**src/verilog/vmx_pkg.sv**
```systemverilog
// Shared constants, field layouts and state types for the video matrix write port.
// Assumes a 200 MHz system clock and a two-wire master clocking at a nominal 100 kHz.
package vmx_pkg;

  // Clock and serial timing figures.
  localparam int CLK_MHZ = 200;
  localparam int SCL_NOMINAL_KHZ = 100;
  localparam int POWER_TIME_NS = 300;
  localparam int POWER_CYCLES = POWER_TIME_NS * CLK_MHZ / 1000;
  localparam logic [5:0] PWR_CNT_LAST = 6'(POWER_CYCLES - 1);

  // Matrix dimensions.
  localparam int NUM_OUT = 9;
  localparam int NUM_IN = 12;

  // Bus address bytes (write direction), picked by the strap pin.
  localparam logic [7:0] DEV_ADDR_LO = 8'h06;
  localparam logic [7:0] DEV_ADDR_HI = 8'h86;

  // Internal register addresses.
  localparam logic [7:0] REG_OUT_FIRST = 8'h01;
  localparam logic [7:0] REG_COUPLE_LO = 8'h1d;
  localparam logic [7:0] REG_COUPLE_HI = 8'h1e;

  // Source codes and byte framing.
  localparam logic [4:0] SRC_NONE = 5'h00;
  localparam logic [4:0] SRC_LAST = 5'h0c;
  localparam logic [3:0] BITS_PER_BYTE = 4'h8;

  // Values after reset.
  localparam logic ENABLE_RST = 1'b1;
  localparam logic [1:0] GAIN_RST = 2'h0;
  localparam logic [4:0] SRC_RST = 5'h00;
  localparam logic [11:0] COUPLE_RST = 12'h000;

  // One output control byte: enable in bit 7, gain in 6:5, source in 4:0.
  typedef struct packed {
    logic enable;
    logic [1:0] gain;
    logic [4:0] source;
  } vmx_route_t;

  typedef enum logic [1:0] {ST_IDLE, ST_RX, ST_ACK, ST_SKIP} vmx_fsm_t;
  typedef enum logic [1:0] {PH_ADDR, PH_REG, PH_DATA} vmx_phase_t;

  // Pins that cross into the clock domain.
  typedef struct packed {
    logic scl;
    logic sda;
    logic strap;
  } vmx_pins_t;

  typedef struct packed {
    vmx_pins_t s1;
    vmx_pins_t s2;
  } vmx_sync_t;

  // Whole state of the port.
  typedef struct packed {
    vmx_fsm_t fsm;
    vmx_phase_t phase;
    logic sclPrev;
    logic sdaPrev;
    logic [3:0] bitCnt;
    logic [7:0] shift;
    logic [7:0] ptr;
    logic sdaOe;
    logic sdaOut;
    vmx_route_t [8:0] route;
    logic [11:0] couple;
    logic [8:0] powered;
    logic [8:0][5:0] pwrCnt;
    logic [8:0] ampForced;
  } vmx_state_t;

endpackage : vmx_pkg

```
**src/verilog/vmx_sync.sv**
```systemverilog
// Two-stage synchroniser for the serial clock, serial data and address strap pins.
// Assumes the pins are asynchronous to clk; only the second stage is read outside.
`timescale 1ns/10ps
module vmx_sync (
  input wire logic clk, // System clock.
  input wire logic sys_rst, // Asynchronous reset, active high.
  input wire vmx_pkg::vmx_pins_t pinsIn, // Raw pin levels.
  output vmx_pkg::vmx_pins_t pinsOut // Synchronised pin levels.
);

  vmx_pkg::vmx_sync_t st;
  vmx_pkg::vmx_sync_t next_st;

  // The first stage feeds only the second, so metastability has a full cycle to settle.
  always_comb begin
    next_st.s1 = pinsIn;
    next_st.s2 = st.s1;
  end

  // Idle bus lines are high, so reset to high to avoid a false start at release.
  always_ff @(posedge clk or posedge sys_rst) begin
    if (sys_rst) begin
      st <= {3'h7, 3'h7};
    end else begin
      st <= next_st;
    end
  end

  assign pinsOut = st.s2;

endmodule : vmx_sync

```
**src/verilog/vmx_i2c_port.sv**
```systemverilog
// Write-only two-wire slave port and control registers for a 12-by-9 video crosspoint.
// Assumes an external master drives the serial clock; all pins are asynchronous to clk.
//
// Contract
// - Standard Mode slave, master clocks 100 kHz.
// - Writes only; nothing is ever read back.
// - Both lines high means bus idle.
// - One bit per clock, sampled clock high.
// - Data moving during clock high is control.
// - Data falling, clock high: start, reframe.
// - Data rising, clock high: stop, idle.
// - No limit on bytes per transfer.
// - Eight data bits plus acknowledge slot.
// - Acknowledge every byte when addressed.
// - Hold data low across acknowledge clock high.
// - First byte after start is the address.
// - Second byte loads pointer; data goes there.
// - Per-input clamp or bias from written bits.
// - Cleared enable powers output down, high impedance.
// - Power state follows enable within 300 ns.
// - Output stays active unless enable cleared.
// - Source none forces amplifier input level.
// - Strap pin picks low or high address.
// - Output byte: enable, gain, source fields.
// - Clamp bytes one bit per input, reset 0.
// - Undefined addresses acknowledged, change nothing.
`timescale 1ns/10ps
module vmx_i2c_port (
  input wire logic clk, // System clock, 200 MHz.
  input wire logic sys_rst, // Asynchronous reset, active high.
  input wire logic sclIn, // Serial clock pin level.
  input wire logic sdaIn, // Serial data pin level.
  output logic sdaOut, // Serial data drive level, always low.
  output logic sdaOe, // High while the port pulls data low.
  input wire logic addrStrap, // Address strap pin.
  output vmx_pkg::vmx_route_t [8:0] routeCtl, // Per-output enable, gain and source.
  output logic [8:0] ampActive, // Per-output amplifier powered state.
  output logic [8:0] ampForced, // Per-output amplifier input tied to fixed level.
  output logic [11:0] inputClamp // Per-input coupling: 1 clamp, 0 bias.
);

  vmx_pkg::vmx_state_t st;
  vmx_pkg::vmx_state_t next_st;
  vmx_pkg::vmx_pins_t pinsRaw;
  vmx_pkg::vmx_pins_t pins;
  logic sclRise;
  logic sclFall;
  logic startDet;
  logic stopDet;
  logic wrStrobe;
  logic addrMatch;

  // True when a source code selects no existing input.
  function automatic logic src_is_none(input logic [4:0] src);
    src_is_none = (src == vmx_pkg::SRC_NONE) || (src > vmx_pkg::SRC_LAST);
  endfunction : src_is_none

  // Pins cross into the clock domain before anything looks at them.
  // At 200 MHz each level of a 100 kHz serial clock lasts a thousand cycles, so two stages cost nothing.
  assign pinsRaw = '{scl: sclIn, sda: sdaIn, strap: addrStrap};

  vmx_sync u_sync (
    .clk(clk),
    .sys_rst(sys_rst),
    .pinsIn(pinsRaw),
    .pinsOut(pins)
  );

  // Line events from the synchronised levels; data is sampled at the clock rise.
  assign sclRise = pins.scl & ~st.sclPrev;
  assign sclFall = ~pins.scl & st.sclPrev;
  assign startDet = pins.scl & st.sclPrev & st.sdaPrev & ~pins.sda;
  assign stopDet = pins.scl & st.sclPrev & ~st.sdaPrev & pins.sda;

  // Address byte must match the strapped value including a write direction bit.
  assign addrMatch = (st.shift == (pins.strap ? vmx_pkg::DEV_ADDR_HI : vmx_pkg::DEV_ADDR_LO));

  // Next-state logic: framing, acknowledge, register writes and power timers.
  always_comb begin
    next_st = st;
    wrStrobe = 1'b0;
    next_st.sclPrev = pins.scl;
    next_st.sdaPrev = pins.sda;
    if (startDet) begin
      next_st.fsm = vmx_pkg::ST_RX;
      next_st.phase = vmx_pkg::PH_ADDR;
      next_st.bitCnt = 4'h0;
      next_st.sdaOe = 1'b0;
    end else if (stopDet) begin
      next_st.fsm = vmx_pkg::ST_IDLE;
      next_st.bitCnt = 4'h0;
      next_st.sdaOe = 1'b0;
    end else begin
      case (st.fsm)
        vmx_pkg::ST_IDLE: begin
          // Waits with the data line released for the next start.
          next_st.sdaOe = 1'b0;
        end
        vmx_pkg::ST_RX: begin
          if (sclRise && (st.bitCnt < vmx_pkg::BITS_PER_BYTE)) begin
            next_st.shift = {st.shift[6:0], pins.sda};
            next_st.bitCnt = st.bitCnt + 4'h1;
          end else if (sclFall && (st.bitCnt == vmx_pkg::BITS_PER_BYTE)) begin
            // Eight bits in: decide, and unless the address is foreign pull data low before the ninth clock rises.
            case (st.phase)
              vmx_pkg::PH_ADDR: begin
                if (addrMatch) begin
                  next_st.sdaOe = 1'b1;
                  next_st.fsm = vmx_pkg::ST_ACK;
                  next_st.phase = vmx_pkg::PH_REG;
                end else begin
                  next_st.fsm = vmx_pkg::ST_SKIP;
                end
              end
              vmx_pkg::PH_REG: begin
                next_st.ptr = st.shift;
                next_st.sdaOe = 1'b1;
                next_st.fsm = vmx_pkg::ST_ACK;
                next_st.phase = vmx_pkg::PH_DATA;
              end
              default: begin
                wrStrobe = 1'b1;
                // Every data byte is acknowledged, defined address or not.
                for (int i = 0; i < vmx_pkg::NUM_OUT; i++) begin
                  if (st.ptr == vmx_pkg::REG_OUT_FIRST + 8'(i)) begin
                    next_st.route[i] = st.shift;
                  end
                end
                if (st.ptr == vmx_pkg::REG_COUPLE_LO) begin
                  next_st.couple[7:0] = st.shift;
                end
                if (st.ptr == vmx_pkg::REG_COUPLE_HI) begin
                  next_st.couple[11:8] = st.shift[3:0];
                end
                next_st.ptr = st.ptr + 8'h01;
                next_st.sdaOe = 1'b1;
                next_st.fsm = vmx_pkg::ST_ACK;
              end
            endcase
          end
        end
        vmx_pkg::ST_ACK: begin
          // Release after the acknowledge clock falls; zero hold time is enough.
          if (sclFall) begin
            next_st.sdaOe = 1'b0;
            next_st.fsm = vmx_pkg::ST_RX;
            next_st.bitCnt = 4'h0;
          end
        end
        vmx_pkg::ST_SKIP: begin
          next_st.sdaOe = 1'b0;
        end
        default: begin
          next_st.fsm = vmx_pkg::ST_IDLE;
          next_st.sdaOe = 1'b0;
        end
      endcase
    end
    // Power state trails the enable bit by a fixed settling count.
    for (int i = 0; i < vmx_pkg::NUM_OUT; i++) begin
      if (st.route[i].enable != st.powered[i]) begin
        if (st.pwrCnt[i] == vmx_pkg::PWR_CNT_LAST) begin
          next_st.powered[i] = st.route[i].enable;
          next_st.pwrCnt[i] = 6'h00;
        end else begin
          next_st.pwrCnt[i] = st.pwrCnt[i] + 6'h01;
        end
      end else begin
        next_st.pwrCnt[i] = 6'h00;
      end
      next_st.ampForced[i] = src_is_none(next_st.route[i].source);
    end
  end

  // State register; outputs start enabled so no output goes dark before a write.
  always_ff @(posedge clk or posedge sys_rst) begin
    if (sys_rst) begin
      st.fsm <= vmx_pkg::ST_IDLE;
      st.phase <= vmx_pkg::PH_ADDR;
      st.sclPrev <= 1'b1;
      st.sdaPrev <= 1'b1;
      st.bitCnt <= 4'h0;
      st.shift <= 8'h00;
      st.ptr <= 8'h00;
      st.sdaOe <= 1'b0;
      st.sdaOut <= 1'b0;
      st.route <= {vmx_pkg::NUM_OUT{vmx_pkg::ENABLE_RST, vmx_pkg::GAIN_RST, vmx_pkg::SRC_RST}};
      st.couple <= vmx_pkg::COUPLE_RST;
      st.powered <= {vmx_pkg::NUM_OUT{vmx_pkg::ENABLE_RST}};
      st.pwrCnt <= '0;
      st.ampForced <= 9'h1ff;
    end else begin
      st <= next_st;
    end
  end

  // Every output comes straight from the state register.
  assign sdaOut = st.sdaOut;
  assign sdaOe = st.sdaOe;
  assign routeCtl = st.route;
  assign ampActive = st.powered;
  assign ampForced = st.ampForced;
  assign inputClamp = st.couple;

  // Eight bits have arrived and the acknowledge decision falls due on this cycle.
  logic byteDone;
  assign byteDone = (st.fsm == vmx_pkg::ST_RX) && sclFall && (st.bitCnt == vmx_pkg::BITS_PER_BYTE);

  // Per-output power state follows its enable within the settling time.
  for (genvar g = 0; g < vmx_pkg::NUM_OUT; g++) begin : g_out_chk

  end
endmodule : vmx_i2c_port

```
**config.mk**
```make
export PLATFORM = sky130hd
export DESIGN_NAME = vmx_i2c_port
export DESIGN_NICKNAME = d
export VERILOG_FILES = /design/src/verilog/vmx_pkg.sv /design/src/verilog/vmx_sync.sv /design/src/verilog/vmx_i2c_port.sv
export SDC_FILE = /design/constraint.sdc
export NUM_CORES = 1
export LEC_CHECK = 0
export BUFFER_PORTS_ARGS = -buffer_cell sky130_fd_sc_hd__clkbuf_2
export CAP_MARGIN = 25
export CORE_MARGIN = 5
export CORE_UTILIZATION = 33
export CTS_CLUSTER_DIAMETER = 150
export CTS_CLUSTER_SIZE = 30
export DETAILED_ROUTE_END_ITERATION = 8
export GPL_TIMING_DRIVEN = 0
export HOLD_SLACK_MARGIN = 0.1
export PLACE_DENSITY_LB_ADDON = 0.1
export SLEW_MARGIN = 30
export SYNTH_ARGS = -nofsm -noshare
export SYNTH_HDL_FRONTEND = slang
export SYNTH_SLANG_ARGS = --single-unit
export TNS_END_PERCENT = 10
```
**constraint.sdc**
```tcl
create_clock -name clk -period 11.4 [get_ports clk]
set_input_delay 0.57 -clock clk [delete_from_list [all_inputs] [get_ports clk]]
set_output_delay 0.57 -clock clk [all_outputs]
set_load 0.01 [all_outputs]
```
==> run_results.csv <==
group,metric,value,unit
status,outcome,"completed",
route,routedWlPerCell,16.16,um
setup_path,crit_start,"st[183]$_DFFE_PP0P_",
yosys,synthXorXnorAreaFrac,0.04529,
route,avgViaCountPerCell,4.606,
finish,final_cell_mix,"dfrtp_1, clkbuf_2, buf_4",
power_and_ir_drop,p_per_area,133.9,nW/um^2
setup_path,reg2reg_depth,6,
route,route.detailed.drc,0,
placement,port_buffers,107,
route,wl,20070,um
yosys,synthCells,759,
yosys,synth_compound_area_frac,0.04487,
yosys,synth.top_cells.by_area,"dfrtp_1, mux2_2, dfstp_2",
yosys,synth_cell_types,49,
setup_path,criticalPathCategory,"reg2reg",
finish,areaGrowthSynthToFinish,17.37,%
setup_path,path_max_fanout,9,
clock_tree,cts_tree,"yes",
clock_tree,cts_setup_buffers,0,
timing,max_freq,391.0,MHz
yosys,syn-num-nets,781,
die,die_area,30960,sq um
timing,hold_viol_final,0,
setup_path,cp-endpoint,"routeCtl[50]$_DFF_PP0_",
setup_path,r2r_slack,8840,ps
finish,fin_nets,911,
grt,grt.total_usage,0.1342,
die,die_w,176.0,um
timing,setup_tns,0,ps
timing,layout_min_cycle_time,2558,ps
timing,rsz0062_at_grt,"no",
die,ios,109,
clock_tree,cts_root_buf,"clkbuf_16",
power_and_ir_drop,power.leakage,5.388,nW
clock_tree,cts_max_path_buffers,2,
timing,finalSetupViolations,0,
finish,final_common_cell,"dfrtp_1",
setup_path,critPathArrivalTime,2870,ps
die,coreArea,27030,sq um
yosys,synthMuxAreaShare,0.1371,
clock_tree,cts_resized,0,
setup_path,critPathRequiredTime,11710,ps
grt,grt_pass1_wl,32860,um
die,start_util,0.3363,
route,drt-initial-drc-count,228,
clock_tree,clock-sinks,189,
timing,report.final.slew_viol_count,0,
finish,final_cells,1242,
yosys,ys.flop_type,"dfrtp_1",
setup_path,critPathLaunchType,"register",
setup_path,critPathSlowestCell,"nor4_4",
clock_tree,post_cts_hold_buffer_count,0,
yosys,yosys.area_share.adder,0.02340,
timing,skew,16.28,ps
yosys,synth_edf_count,0,
yosys,yosys.area.top_type_share,0.4240,
grt,grt_antenna_before_repair,0,
finish,drive_above_1_share,0.4395,
yosys,synth_top_area_cell,"dfrtp_1",
clock_tree,numCtsBuffers,17,
placement,dp_hpwl,13850,um
yosys,synthSimpleGateAreaFrac,0.1232,
yosys,synth_area,9090,sq um
grt,grt_pass1_vias,5942,
setup_path,endpoint_kind,"register",
power_and_ir_drop,ir_worst_vdd,0.00008942,V
yosys,avgSynthCellArea,11.98,sq um
route,ant_nets,0,
yosys,ys_seq_area_frac,0.5251,
setup_path,cp_slowest_stage_delay,690,ps
yosys,ys_ff_latch,189,
grt,grt_max_degree,72,
route,via_count,5721,
setup_path,crit_chain,"inv_1 > ha_1 > clkbuf_1 > nand4_4 > nor4_4 > mux2_2",
clock_tree,htreeDepth,4,
clock_tree,clk_latency,440,ps
yosys,yosysWarnings,0,
die,rows,60,
finish,antenna_cells,0,
clock_tree,clk_pin_slew,70,ps
timing,slew_headroom,0.4634,
yosys,synth_top_family_by_area,"multiplexers",
timing,worstMarginPinSlew,801.9,ps
placement,gp_congestion,0.7745,
die,die_y,176.0,um
yosys,synthArstFlopShare,1.000,
grt,overflow,0,
timing,final_min_period_over_clock_period,0.2244,
placement,place_inst,1211,
setup_path,timing.rr.start,"st[183]$_DFFE_PP0P_",
run,max_cap_viol_count,0,
route,drt_first_pass_iters,4,
min_path,min_path_type,"in2async",
setup_path,r2r-end,"routeCtl[50]$_DFF_PP0_",
[critical path: cells and delay by family (launching register included)]
family,cells,cell delay (ps)
simple gates,2,1050
buf+inv,2,450
mux,1,410
flops,1,400
fa+ha+maj,1,130
[Yosys cell counts (all sizes together), types with 2 or more instances]
master,instances
xor2,28
o31ai,2
a211oi,2
o22a,2
dfstp,35
nor2,74
nand3,24
clkbuf,14
o211a,10
o211ai,3
dfrtp,154
inv,17
nor4,19
and4bb,2
or2,2
nand4b,3
buf,107
nand2b,3
or4,3
and3,5
and2,9
nor3,13
a21oi,8
nand2,24
a2bb2oi,3
ha,17
o21ai,18
o41ai,2
mux2i,12
mux2,100
xnor2,19
nand4,13
[cell type report]
type                       instances  area, sq um
buffer                           121        852.1
clock buffer                      20        446.7
clock inverter                    11        86.33
fill                            2677        16360
inverter                          17        71.32
multi-input combinational        432         3407
sequential                       189         4773
tap                              341        426.7
timing repair buffer             111        605.6
[layer usage]
layer  wire length, um  global-route usage  up-vias  share of wire
li1                  -                   -     2794              -
met1              9612              0.1821     2828           0.48
met2              9526              0.2182       85           0.47
met3               654             0.02955       14          0.033
met4               272             0.03704        0          0.014
met5                 0                   0        -              0
[registers in the layout, summed over array words and instances (netlist names)]
register / cells
u_sync.next_st: 3
inputClamp: 12
sdaOe: 1
ampForced: 9
u_sync.pinsOut: 3
routeCtl: 72
st: 80
ampActive: 9
[worst min path at each step]
stage | from | end | slack [ps] | cells after the start
floorplan | u_sync.next_st[0]$_DFF_PP1_ | u_sync.pinsOut[0]$_DFF_PP1_ | 350 | 0
global placement | u_sync.next_st[0]$_DFF_PP1_ | u_sync.pinsOut[0]$_DFF_PP1_ | 350 | 0
detailed placement | u_sync.next_st[0]$_DFF_PP1_ | u_sync.pinsOut[0]$_DFF_PP1_ | 350 | 0
CTS | sys_rst | st[49]$_DFF_PP0_ | 170 | 2
global route | sys_rst | st[49]$_DFF_PP0_ | 190 | 2
finish | sys_rst | st[24]$_DFF_PP0_ | 160 | 2
[through the flow]
| step | total power, W | util | setup WS [ps] | hold slack (ps) | instance area (sq um) |
|---|---|---|---|---|---|
| 2_1_floorplan | 0.0008031 | - | 5746 | 345.2 | 9090 |
| 3_3_place_gp | 0.0008814 | 0.3719 | 2998 | 346.8 | 10050 |
| 3_5_place_dp | 0.0008946 | 0.3750 | 8819 | 347.2 | 10140 |
| 4_1_cts | 0.001459 | 0.3948 | 8783 | 165.4 | 10670 |
| 5_1_grt | 0.001497 | 0.3948 | 8611 | 187.6 | 10670 |
| 6_report | 0.001429 | 0.3948 | 8842 | 157.0 | 10670 |
[kinds of logic after synthesis]
| logic type | Yosys count |
|---|---|
| buf+inv | 138 |
| xor+xnor | 47 |
| mux | 112 |
| other cells | 1 |
| compound gates | 57 |
| fa+ha+maj | 17 |
| flops | 189 |
| simple gates | 198 |
[power breakdown]
part           internal, W  switching (W)
clock network     0.000287       0.000267
registers         0.000687      0.0000245
logic            0.0000495       0.000114
total              0.00102       0.000405
No activity file was read; power rests on OpenSTA's default activity.
